--- config.mk ---
export PLATFORM = sky130hd
export DESIGN_NAME = nvss_host
export DESIGN_NICKNAME = d
export VERILOG_FILES = /design/src/design/nvss_pkg.sv /design/src/design/nvss_host.sv
export SDC_FILE = /design/constraint.sdc
export NUM_CORES = 1
export LEC_CHECK = 0
export BUFFER_PORTS_ARGS = -buffer_cell sky130_fd_sc_hd__buf_2
export CAP_MARGIN = 20
export CORE_UTILIZATION = 59
export CTS_BUF_LIST = sky130_fd_sc_hd__clkbuf_8
export CTS_CLUSTER_DIAMETER = 120
export CTS_CLUSTER_SIZE = 30
export DETAILED_ROUTE_END_ITERATION = 12
export PLACE_DENSITY = 0.83
export SYNTH_ARGS = -nofsm -noshare
export SYNTH_HDL_FRONTEND = slang
export SYNTH_SLANG_ARGS = --single-unit
--- constraint.sdc ---
create_clock -name core_clk -period 2.5 [get_ports core_clk]
set_input_delay 0.375 -clock core_clk [delete_from_list [all_inputs] [get_ports core_clk]]
set_output_delay 0.375 -clock core_clk [all_outputs]
set_load 0.1 [all_outputs]
--- src/design/nvss_pkg.sv ---
// nvss_pkg: constants and carrier types for the shadow-sram host controller
// assumes a 125 MHz core clock and the async byte-wide memory on the pins
`default_nettype none
package nvss_pkg;
	localparam int NVSS_AW = 11;
	localparam int NVSS_DW = 8;
	localparam int NVSS_CLK_MHZ = 125;
	// access time in ns, durations in us; cycle counts derived from the clock
	localparam int NVSS_CYCLE_NS = 50;
	localparam int NVSS_CYCLE_CNT = (NVSS_CYCLE_NS * NVSS_CLK_MHZ + 999) / 1000;
	localparam int NVSS_SAVE_US = 10000;
	localparam int NVSS_RESTORE_US = 20;
	localparam int NVSS_PWRUP_US = 550;
	localparam int NVSS_SAVE_CNT = NVSS_SAVE_US * NVSS_CLK_MHZ;
	localparam int NVSS_RESTORE_CNT = NVSS_RESTORE_US * NVSS_CLK_MHZ;
	localparam int NVSS_PWRUP_CNT = NVSS_PWRUP_US * NVSS_CLK_MHZ;
	localparam logic [10:0] NVSS_SEQ0 = 11'h000;
	localparam logic [10:0] NVSS_SEQ1 = 11'h555;
	localparam logic [10:0] NVSS_SEQ2 = 11'h2aa;
	localparam logic [10:0] NVSS_SEQ3 = 11'h7ff;
	localparam logic [10:0] NVSS_SEQ4 = 11'h0f0;
	localparam logic [10:0] NVSS_SEQ_SAVE = 11'h70f;
	localparam logic [10:0] NVSS_SEQ_RESTORE = 11'h70e;
	localparam logic [2:0] NVSS_SEQ_LAST = 3'h5;
	typedef enum logic [1:0] {NVSS_CMD_READ, NVSS_CMD_WRITE, NVSS_CMD_SAVE, NVSS_CMD_RESTORE} nvss_cmd_t;
	typedef struct packed {
		nvss_cmd_t cmd;
		logic [10:0] addr;
		logic [7:0] data;
	} nvss_req_t;
	typedef struct packed {
		logic chipSel_n;
		logic outDrive_n;
		logic writeStrobe_n;
	} nvss_strobe_t;
endpackage
`default_nettype wire

--- src/design/nvss_host.sv ---
// nvss_host: host-side sequencer driving the shadow-sram pins
// assumes the memory answers within one strobe phase of NVSS_CYCLE_CNT cycles
`timescale 1ns/10ps
`default_nettype none
module nvss_host
	import nvss_pkg::*;
#(
	parameter int SAVE_CNT = NVSS_SAVE_CNT,
	parameter int RESTORE_CNT = NVSS_RESTORE_CNT,
	parameter int PWRUP_CNT = NVSS_PWRUP_CNT,
	parameter int CYCLE_CNT = NVSS_CYCLE_CNT
) (
	input wire logic core_clk,
	input wire logic rst_n,
	input wire logic clkEn,
	input wire logic reqValid,
	input wire nvss_req_t req,
	output logic reqReady,
	output logic rspValid,
	output logic [NVSS_DW-1:0] rspData,
	output logic busy,
	output nvss_strobe_t strobe,
	output logic [NVSS_AW-1:0] wordSelectLines,
	output logic [NVSS_DW-1:0] sharedByteLinesOut,
	output logic sharedByteLinesOe,
	input wire logic [NVSS_DW-1:0] sharedByteLinesIn
);
	// ------------------------------------------------------------
	// sequencer
	// ------------------------------------------------------------
	typedef enum logic [2:0] {NVSS_IDLE, NVSS_SETUP, NVSS_ACTIVE, NVSS_HOLD, NVSS_WAIT} nvss_state_t;
	nvss_state_t state_reg, state_next;
	nvss_req_t cur_reg, cur_next;
	nvss_strobe_t strobe_reg, strobe_next;
	logic [2:0] step_reg, step_next;
	logic [31:0] cnt_reg, cnt_next;
	logic [NVSS_DW-1:0] data_reg, data_next;
	logic oe_reg, oe_next, rdy_reg, rdy_next, rsp_reg, rsp_next, busy_reg, busy_next;
	logic [NVSS_AW-1:0] addr_reg, addr_next;
	logic [NVSS_AW-1:0] seqAddr;
	logic isSeq;

	// one table serves both the next pin address and the check below
	function automatic logic [NVSS_AW-1:0] seqAddrOf(input logic [2:0] s, input nvss_cmd_t c);
		logic [NVSS_AW-1:0] a;
		case (s)
			3'h0: a = NVSS_SEQ0;
			3'h1: a = NVSS_SEQ1;
			3'h2: a = NVSS_SEQ2;
			3'h3: a = NVSS_SEQ3;
			3'h4: a = NVSS_SEQ4;
			3'h5: a = (c == NVSS_CMD_SAVE) ? NVSS_SEQ_SAVE : NVSS_SEQ_RESTORE;
			default: a = NVSS_SEQ0;
		endcase
		return a;
	endfunction

	assign seqAddr = seqAddrOf(step_reg, cur_reg.cmd);

	assign isSeq = (cur_reg.cmd == NVSS_CMD_SAVE) || (cur_reg.cmd == NVSS_CMD_RESTORE);

	always_comb begin
		state_next = state_reg;
		cur_next = cur_reg;
		strobe_next = strobe_reg;
		step_next = step_reg;
		cnt_next = cnt_reg;
		data_next = data_reg;
		addr_next = addr_reg;
		oe_next = oe_reg;
		rdy_next = 1'b0;
		rsp_next = 1'b0;
		busy_next = busy_reg;
		case (state_reg)
			NVSS_IDLE: begin
				if (reqValid) begin
					cur_next = req;
					step_next = 3'h0;
					addr_next = (req.cmd == NVSS_CMD_SAVE || req.cmd == NVSS_CMD_RESTORE) ? NVSS_SEQ0 : req.addr;
					state_next = NVSS_SETUP;
				end else begin
					rdy_next = 1'b1;
				end
			end
			NVSS_SETUP: begin
				// address settles with strobes high; sequence steps never assert write
				strobe_next.chipSel_n = 1'b0;
				strobe_next.writeStrobe_n = !(cur_reg.cmd == NVSS_CMD_WRITE);
				strobe_next.outDrive_n = !(cur_reg.cmd == NVSS_CMD_READ);
				oe_next = (cur_reg.cmd == NVSS_CMD_WRITE);
				cnt_next = 32'(CYCLE_CNT);
				state_next = NVSS_ACTIVE;
			end
			NVSS_ACTIVE: begin
				if (cnt_reg > 32'h1) begin
					cnt_next = cnt_reg - 32'h1;
				end else begin
					// chip select ends every access, so steps are select-clocked
					data_next = sharedByteLinesIn;
					strobe_next.chipSel_n = 1'b1;
					state_next = NVSS_HOLD;
				end
			end
			NVSS_HOLD: begin
				// one cycle of hold keeps address and data past the rising edge
				strobe_next = '{chipSel_n: 1'b1, outDrive_n: 1'b1, writeStrobe_n: 1'b1};
				oe_next = 1'b0;
				if (isSeq && step_reg != NVSS_SEQ_LAST) begin
					step_next = step_reg + 3'h1;
					// address moves only while every strobe is high
					addr_next = seqAddrOf(step_reg + 3'h1, cur_reg.cmd);
					state_next = NVSS_SETUP;
				end else if (isSeq) begin
					step_next = 3'h0;
					busy_next = 1'b1;
					cnt_next = (cur_reg.cmd == NVSS_CMD_SAVE) ? 32'(SAVE_CNT) : 32'(RESTORE_CNT);
					state_next = NVSS_WAIT;
				end else begin
					rsp_next = 1'b1;
					state_next = NVSS_IDLE;
				end
			end
			NVSS_WAIT: begin
				if (cnt_reg > 32'h1) begin
					cnt_next = cnt_reg - 32'h1;
				end else begin
					busy_next = 1'b0;
					rsp_next = 1'b1;
					state_next = NVSS_IDLE;
				end
			end
			default: state_next = NVSS_IDLE;
		endcase
	end

	always_ff @(posedge core_clk or negedge rst_n) begin
		if (!rst_n) begin
			// power-up restore window: pins idle with write strobe high
			state_reg <= NVSS_WAIT;
			cnt_reg <= 32'(PWRUP_CNT);
			busy_reg <= 1'b1;
			cur_reg <= '0;
			strobe_reg <= '{chipSel_n: 1'b1, outDrive_n: 1'b1, writeStrobe_n: 1'b1};
			step_reg <= 3'h0;
			data_reg <= '0;
			addr_reg <= '0;
			oe_reg <= 1'b0;
			rdy_reg <= 1'b0;
			rsp_reg <= 1'b0;
		end else if (clkEn) begin
			state_reg <= state_next;
			cnt_reg <= cnt_next;
			busy_reg <= busy_next;
			cur_reg <= cur_next;
			strobe_reg <= strobe_next;
			step_reg <= step_next;
			data_reg <= data_next;
			addr_reg <= addr_next;
			oe_reg <= oe_next;
			rdy_reg <= rdy_next;
			rsp_reg <= rsp_next;
		end
	end

	// pins come straight from registers, so no decode glitch reaches the memory
	assign reqReady = rdy_reg;
	assign rspValid = rsp_reg;
	assign rspData = data_reg;
	assign busy = busy_reg;
	assign strobe = strobe_reg;
	assign wordSelectLines = addr_reg;
	assign sharedByteLinesOut = cur_reg.data;
	assign sharedByteLinesOe = oe_reg;

	// ------------------------------------------------------------
	// checks
	// ------------------------------------------------------------
	a_write_no_drive: assert property (@(posedge core_clk) disable iff (!rst_n)
		!strobe_reg.writeStrobe_n |-> strobe_reg.outDrive_n && oe_reg)
		else $error("output drive low during write");
	a_seq_no_write: assert property (@(posedge core_clk) disable iff (!rst_n)
		(isSeq && state_reg != NVSS_IDLE) |-> strobe_reg.writeStrobe_n)
		else $error("write strobe low in sequence");
	a_addr_stable: assert property (@(posedge core_clk) disable iff (!rst_n)
		(!strobe_reg.chipSel_n && clkEn && $past(!strobe_reg.chipSel_n)) |-> $stable(addr_reg))
		else $error("address moved during access");
	a_select_ends: assert property (@(posedge core_clk) disable iff (!rst_n)
		(state_reg == NVSS_HOLD && clkEn) |-> strobe_reg.chipSel_n)
		else $error("access not ended by chip select");
	a_seq_addr: assert property (@(posedge core_clk) disable iff (!rst_n)
		(isSeq && state_reg == NVSS_ACTIVE) |-> addr_reg == seqAddr)
		else $error("wrong sequence address");
	a_busy_wait: assert property (@(posedge core_clk) disable iff (!rst_n)
		(state_reg == NVSS_WAIT) |-> busy_reg && strobe_reg.chipSel_n)
		else $error("access during nonvolatile wait");
	a_step_idle: assert property (@(posedge core_clk) disable iff (!rst_n)
		(state_reg == NVSS_WAIT) |-> step_reg == 3'h0)
		else $error("step not reset after sequence");
	a_read_pins: assert property (@(posedge core_clk) disable iff (!rst_n)
		(cur_reg.cmd == NVSS_CMD_READ && !strobe_reg.chipSel_n) |-> !strobe_reg.outDrive_n && !oe_reg)
		else $error("read strobes wrong");
endmodule
`default_nettype wire

==> flow_metrics.tcl, run 1 <==
set metrics [dict create \
    largest_reg_flops 32 \
    post-route-drc-count 0 \
    cts.clk_slew.worst_paths_ns 0.09 \
    die_w_um 85.90 \
    area_added_between_synthesis_and_finish_pct 18.59 \
    synth_compound_gate_area_share_pct 15.58 \
    clock_network_latency_to_the_later_pin_of_the_worst_skew_pair_ns 0.35 \
    io_buffers 66 \
    syn_nets 478 \
    cp_data_arrival_time_ns 2.64 \
    vertical_extent_of_the_die_um 85.90 \
    power_density_nw_per_um2 1339 \
    nNetsFinal 552 \
    fin_setup_tns_ns 0 \
    synth-main-ff-cell "sky130_fd_sc_hd__dfrtp_1" \
    postRouteAntennaNets 0 \
    grt-ovfl-total 0 \
    critical_path.slowest_cell "sky130_fd_sc_hd__or4_4" \
    ff2ff_setup_slack_ns 0.12 \
    worst-path-max-fanout 4 \
    period_share_pct 95.14 \
    core_region_area_um2 6794 \
    required_time_of_the_critical_path_ns 2.77 \
    critical_path_cell_count 5 \
    synth_cell_types 56 \
    worst_r2r_src "cnt_reg[12]" \
    busiest_layer "met2" \
    finalWirelength_um 10220 \
    syn_area_per_cell_um2 9.481 \
    drt_first_pass_iters 5 \
    hp-class "in -> async" \
    synth_commonest_cells "62 x sky130_fd_sc_hd__dfrtp_1, 37 x sky130_fd_sc_hd__a21oi_1, 34 x sky130_fd_sc_hd__nor2_1, 31 x sky130_fd_sc_hd__o21ai_0, 28 x sky130_fd_sc_hd__nand2_1" \
    floorplan.initialDensity_pct 61.12 \
    dp.final_hpwl_um 7160 \
    grt_use_met2_pct 46.32 \
    drive_gt1_share_pct 30.75 \
    critPathBufInv 0 \
    synth-async-reset-ratio_pct 100.0 \
    cts_buffers 9 \
    top_level_ports 67 \
    grt_setup_unrepaired "yes" \
    netlist.top_cell.by_area "sky130_fd_sc_hd__dfrtp_1" \
    slew-limit-headroom_pct 52.37 \
    grt_first_pass_wirelength_um 16860 \
    drv.max_cap_violation_count 0 \
    grt_util_met3_pct 6.160 \
    netlist.area_leader.share_pct 37.36 \
    antennaDiodeCount 0 \
    cts.path.max_buffers 2 \
    power.static_leakage_nw 2.352 \
    synth.cell_area_um2 4153 \
    yosys_warnings 0 \
    num_vias 3759 \
    sequential_element_share_of_the_synthesized_area_pct 44.95 \
    rr_worst_depth 5 \
    antenna_found_initial 0 \
    final.fill_count 480 \
    fp.dieArea_um2 7378 \
    main_combinational_cell_family_by_area_after_synthesis "simple AND/OR/NAND/NOR gates" \
    slew_at_the_pin_with_the_worst_max_slew_slack_ns 0.7144 \
    max_stage_delay_ns 0.56 \
    synth_xor_xnor_area_share_pct 0.2109 \
    critical_path.endpoint_type "flop" \
    cts_tree "yes" \
    crit-reg2reg-capture "cnt_reg[18]" \
    outcome "finished, final reports clean" \
    postPlaceCellArea_um2 4664 \
    worst_setup_path_start_kind "flop" \
    vias_per_cell 6.132 \
    simple_gate_share_of_the_synthesized_area_pct 22.66 \
    final_setup_violation_count 0 \
    clock-skew-final_ns 0.01635 \
    cts_h_tree_depth 3 \
    met1_usage_pct 38.84 \
    crit_type "reg -> reg" \
    timing.fmax_ghz 0.4204 \
    critical-path-top-delay-family "simple AND/OR/NAND/NOR gates" \
    detail_route.iter0.violations 366 \
    synth_area_leaders "sky130_fd_sc_hd__dfrtp_1 37%, sky130_fd_sc_hd__dfstp_2 7.6%, sky130_fd_sc_hd__mux2_2 5.7%, sky130_fd_sc_hd__a21oi_1 4.5%, sky130_fd_sc_hd__o21ai_0 3.7%" \
    crit_path_frequent_cell "sky130_fd_sc_hd__or3_1" \
    clock_sinks 74 \
    gp_routability_congestion 0.8990 \
    largest_net_degree_at_the_start_of_global_routing 47 \
    finalHoldViolations 0 \
    post-synth-top-count-cell "sky130_fd_sc_hd__dfrtp_1" \
    clockRootBuffer "sky130_fd_sc_hd__clkbuf_8" \
    grtUsageTotal_pct 28.97 \
    mux_share_of_post_synthesis_cell_area_pct 8.587 \
    max-vdd-ir-drop_v 0.001099 \
    synth.ff_latch_count 74 \
    final_period_minus_worst_setup_slack_ns 2.379 \
    maxSlewViolCount 0 \
    placement_rows 30 \
    wire_per_inst_um 16.67 \
    power_mw 6.595 \
    syn-instance-count 438 \
    layout.cell_area.non_filler_um2 4925 \
    crit_path_cell_trace "or4_4 -> or3_1 -> or4_1 -> or3_1 -> a21oi_1" \
    post_synth_fa_ha_maj_area_fraction_pct 2.109 \
    vias_in_the_first_global_route 3567 \
    synth_edf_count 0 \
]
-- repair_timing --
item                       CTS  global route
setup endpoints to repair    0             3
buffers inserted             0             3
gates resized for setup      0             9
hold buffers                 0             0
-- power by group --
| part | switching [mW] | total [mW] | internal (mW) |
|---|---|---|---|
| combinational | 2.55 | 3.60 | 1.05 |
| sequential | 0.384 | 2.04 | 1.65 |
| clock | 0.447 | 0.960 | 0.512 |
-- how the worst max path moves through the flow --
stage	from	to	slack, ns
floorplan	cnt_reg[12]	cnt_reg[18]	0.21
global placement	cnt_reg[12]	cnt_reg[18]	0.15
detailed placement	cnt_reg[0]	cnt_reg[30]	0.09
CTS	cnt_reg[0]	cnt_reg[30]	0.08
global route	cnt_reg[12]	cnt_reg[18]	0.0003
finish	cnt_reg[12]	cnt_reg[18]	0.12
-- through the flow --
step           worst slack [ns]  utilization (%)  hold WS [ns]  std cells
2_1_floorplan            0.2058                -       0.07941        438
3_3_place_gp             0.1536            68.66        0.4464        594
3_5_place_dp            0.09382            68.66        0.4525        594
4_1_cts                 0.07965            71.69       0.09111        610
5_1_grt               0.0003393            72.49        0.1089        613
6_report                 0.1214            72.49       0.07339        613
-- per-layer routing --
| layer | vias up | wire (µm) |
|---|---|---|
| met5 | - | 0 |
| met2 | 173 | 4955 |
| li1 | 1746 | - |
| met1 | 1825 | 4477 |
| met4 | 0 | 160 |
| met3 | 15 | 624 |
-- logic make-up (layout without fill, tap and decap cells) --
| group | after synthesis | after routing |
|---|---|---|
| compound gates | 107 | 107 |
| xor+xnor | 1 | 1 |
| fa+ha+maj | 7 | 7 |
| buf+inv | 54 | 133 |
| flops | 74 | 74 |
| mux | 33 | 33 |
| simple gates | 162 | 162 |
-- worst reg2reg max path: stages, from the launching register on --
cell	delay, ns
sky130_fd_sc_hd__dfrtp_1	0.42
sky130_fd_sc_hd__or4_4	0.56
sky130_fd_sc_hd__or3_1	0.35
sky130_fd_sc_hd__or4_1	0.53
sky130_fd_sc_hd__or3_1	0.31
sky130_fd_sc_hd__a21oi_1	0.14
-- layout by cell type, fill, tap and decap left out, types with 2 or more instances in the layout --
cell type                   count
sky130_fd_sc_hd__and3_1         3
sky130_fd_sc_hd__nor4_4         2
sky130_fd_sc_hd__nor4_1        10
sky130_fd_sc_hd__mux2i_1       12
sky130_fd_sc_hd__clkbuf_8      11
sky130_fd_sc_hd__nor2b_1        3
sky130_fd_sc_hd__nor2_1        34
sky130_fd_sc_hd__inv_1         22
sky130_fd_sc_hd__or4_1         15
sky130_fd_sc_hd__nand3b_1       3
sky130_fd_sc_hd__nand4_1        4
sky130_fd_sc_hd__dfrtp_2        2
sky130_fd_sc_hd__and4b_1        2
sky130_fd_sc_hd__nor3_1        15
sky130_fd_sc_hd__o41ai_1        5
sky130_fd_sc_hd__nand3_1        9
sky130_fd_sc_hd__and2_1         2
sky130_fd_sc_hd__or2_2          4
sky130_fd_sc_hd__dfstp_2       12
sky130_fd_sc_hd__ha_2           2
sky130_fd_sc_hd__and4_1         3
sky130_fd_sc_hd__or3_1         12
sky130_fd_sc_hd__buf_4         28
sky130_fd_sc_hd__a21oi_1       37
sky130_fd_sc_hd__a21o_1         3
sky130_fd_sc_hd__buf_2         66
sky130_fd_sc_hd__o21ai_0       31
sky130_fd_sc_hd__nand2_1       28
sky130_fd_sc_hd__a31oi_1        5
sky130_fd_sc_hd__mux2_2        21
sky130_fd_sc_hd__ha_1           5
sky130_fd_sc_hd__nand4bb_1      3
sky130_fd_sc_hd__o31ai_1        9
sky130_fd_sc_hd__dfrtp_1       60
sky130_fd_sc_hd__nor3b_1        2
sky130_fd_sc_hd__o21a_1         3
sky130_fd_sc_hd__o22a_1         3
sky130_fd_sc_hd__or4_4          2
-- cell type report --
type / instances / area [µm²] / share of cell area, %
flip-flops and latches: 74 / 1869 / 37.96
inverters: 21 / 78.83 / 1.601
clock buffers: 11 / 151.4 / 3.074
repair buffers: 96 / 585.6 / 11.89
multi-input cells: 310 / 2064 / 41.92
clock inverters: 5 / 55.05 / 1.118
well taps: 96 / 120.1 / 2.439
No activity file was read; power rests on OpenSTA's default activity.
==> inputs of run 2 (changes only) <==
MAX_ROUTING_LAYER = met4   (was not set)
==> flow_metrics.tcl, run 2 (synthesis gave the netlist of run 1 again) <==
set metrics [dict create \
    nNetsFinal 554 \
    cts.path.max_buffers 2 \
    clock_network_latency_to_the_later_pin_of_the_worst_skew_pair_ns 0.37 \
    fp.dieArea_um2 7378 \
    dr.max_layer_used "met4" \
    post-route-drc-count 0 \
    outcome "finished, final reports clean" \
    mostFrequentLayoutCell "sky130_fd_sc_hd__buf_2" \
    postRouteAntennaNets 0 \
    rr_worst_depth 5 \
    layout.cell_area.non_filler_um2 4931 \
    power_density_nw_per_um2 1353 \
    drt-met1-wl_um 4558 \
    post-route-worst-setup-slack_ns 0.08401 \
    grt_first_pass_wirelength_um 17530 \
    maxSlewViolCount 0 \
    fin_setup_tns_ns 0 \
    detail_route.iter0.violations 350 \
    antennaDiodeCount 0 \
    largest_reg_flops 32 \
    fin_util_pct 72.58 \
    vias_in_the_first_global_route 3755 \
    power_mw 6.672 \
    drt_first_pass_iters 5 \
    slew_at_the_pin_with_the_worst_max_slew_slack_ns 0.6971 \
    floorplan.initialDensity_pct 61.12 \
    vias_per_cell 6.145 \
    final_setup_violation_count 0 \
    worst_setup_path_start_kind "flop" \
    hp-class "in -> async" \
    num_vias 3779 \
    wire_per_inst_um 17.09 \
    clock_sinks 74 \
    cts_tree "yes" \
    regArea_um2 1867 \
    grtUsageTotal_pct 31.64 \
    largest_net_degree_at_the_start_of_global_routing 75 \
    cts_buffers 9 \
    die_w_um 85.90 \
    required_time_of_the_critical_path_ns 2.78 \
    clock-skew-final_ns 0.01394 \
    placedCellCount 595 \
    metal2_wl_um 5110 \
    gp_routability_congestion 0.8866 \
    grt-ovfl-total 0 \
    finalWirelength_um 10510 \
    area_added_between_synthesis_and_finish_pct 18.74 \
    dp.final_hpwl_um 7239 \
    dp_slack_ns 0.08542 \
    finalHoldViolations 0 \
    slew-limit-headroom_pct 53.35 \
    ff2ff_setup_slack_ns 0.08 \
    fin_hold_ws_ns 0.03125 \
    power.static_leakage_nw 2.355 \
    placement_rows 30 \
    antenna_found_initial 0 \
    core_region_area_um2 6794 \
    final_cell_mix "66 x sky130_fd_sc_hd__buf_2, 62 x sky130_fd_sc_hd__dfrtp_1, 37 x sky130_fd_sc_hd__a21oi_1" \
    met3RoutedLength_um 650 \
    period_share_pct 96.64 \
    crit-reg2reg-capture "cnt_reg[18]" \
    finalNonFillerCells 615 \
    cp_data_arrival_time_ns 2.70 \
    max-vdd-ir-drop_v 0.001198 \
    final.fill_count 494 \
    drive_gt1_share_pct 30.83 \
    vertical_extent_of_the_die_um 85.90 \
    top_level_ports 67 \
    timing.fmax_ghz 0.4139 \
    worst_r2r_src "cnt_reg[12]" \
    clockRootBuffer "sky130_fd_sc_hd__clkbuf_8" \
    cts_h_tree_depth 3 \
    drv.max_cap_violation_count 0 \
    critical_path.endpoint_type "flop" \
    crit_type "reg -> reg" \
    worst-path-max-fanout 5 \
    cts.clk_slew.worst_paths_ns 0.09 \
    io_buffers 66 \
    postPlaceCellArea_um2 4672 \
    multiInputGateArea_um2 2074 \
    final_period_minus_worst_setup_slack_ns 2.416 \
]
## run 2: where the power goes
| part | total, mW | leakage [nW] | switching [mW] | internal [mW] |
|---|---|---|---|---|
| Clock | 0.936 | 0.0966 | 0.478 | 0.459 |
| Combinational | 3.69 | 1.32 | 2.60 | 1.09 |
| Sequential | 2.04 | 0.936 | 0.392 | 1.65 |
| Total | 6.67 | 2.36 | 3.47 | 3.20 |
## run 2: final cells by class
type | count | share of cell area, %
Multi-Input combinational cell | 310 | 42.07
Clock buffer | 9 | 2.512
Inverter | 21 | 1.599
Timing Repair Buffer | 98 | 12.08
Clock inverter | 7 | 1.446
Tap cell | 96 | 2.436
Sequential cell | 74 | 37.86
## run 2: worst max-delay path by stage
stage | startpoint | to | slack (ns)
global route | cnt_reg[12] | cnt_reg[18] | -0.02
global placement | cnt_reg[12] | cnt_reg[18] | 0.16
CTS | cnt_reg[23] | cnt_reg[28] | 0.06
detailed placement | cnt_reg[0] | cnt_reg[30] | 0.09
finish | cnt_reg[12] | cnt_reg[18] | 0.08
floorplan | cnt_reg[12] | cnt_reg[18] | 0.21
## run 2: what timing repair did
item | CTS | global route
hold buffers | 0 | 0
gates resized for setup | 0 | 7
setup buffers | 0 | 4
endpoints found under the setup margin | 0 | 6
## run 2: metal layers
| layer | vias up | GRT usage [%] |
|---|---|---|
| met2 | 163 | 49.28 |
| met5 | - | - |
| li1 | 1754 | - |
| met4 | 0 | 11.06 |
| met1 | 1835 | 40.48 |
| met3 | 27 | 7.700 |
## run 2: critical path: stages (launching register included)
cell and delay [ns]:
sky130_fd_sc_hd__dfrtp_1 0.41, sky130_fd_sc_hd__or4_4 0.58, sky130_fd_sc_hd__or3_1 0.36, sky130_fd_sc_hd__or4_1 0.54, sky130_fd_sc_hd__or3_1 0.31, sky130_fd_sc_hd__a21oi_1 0.14
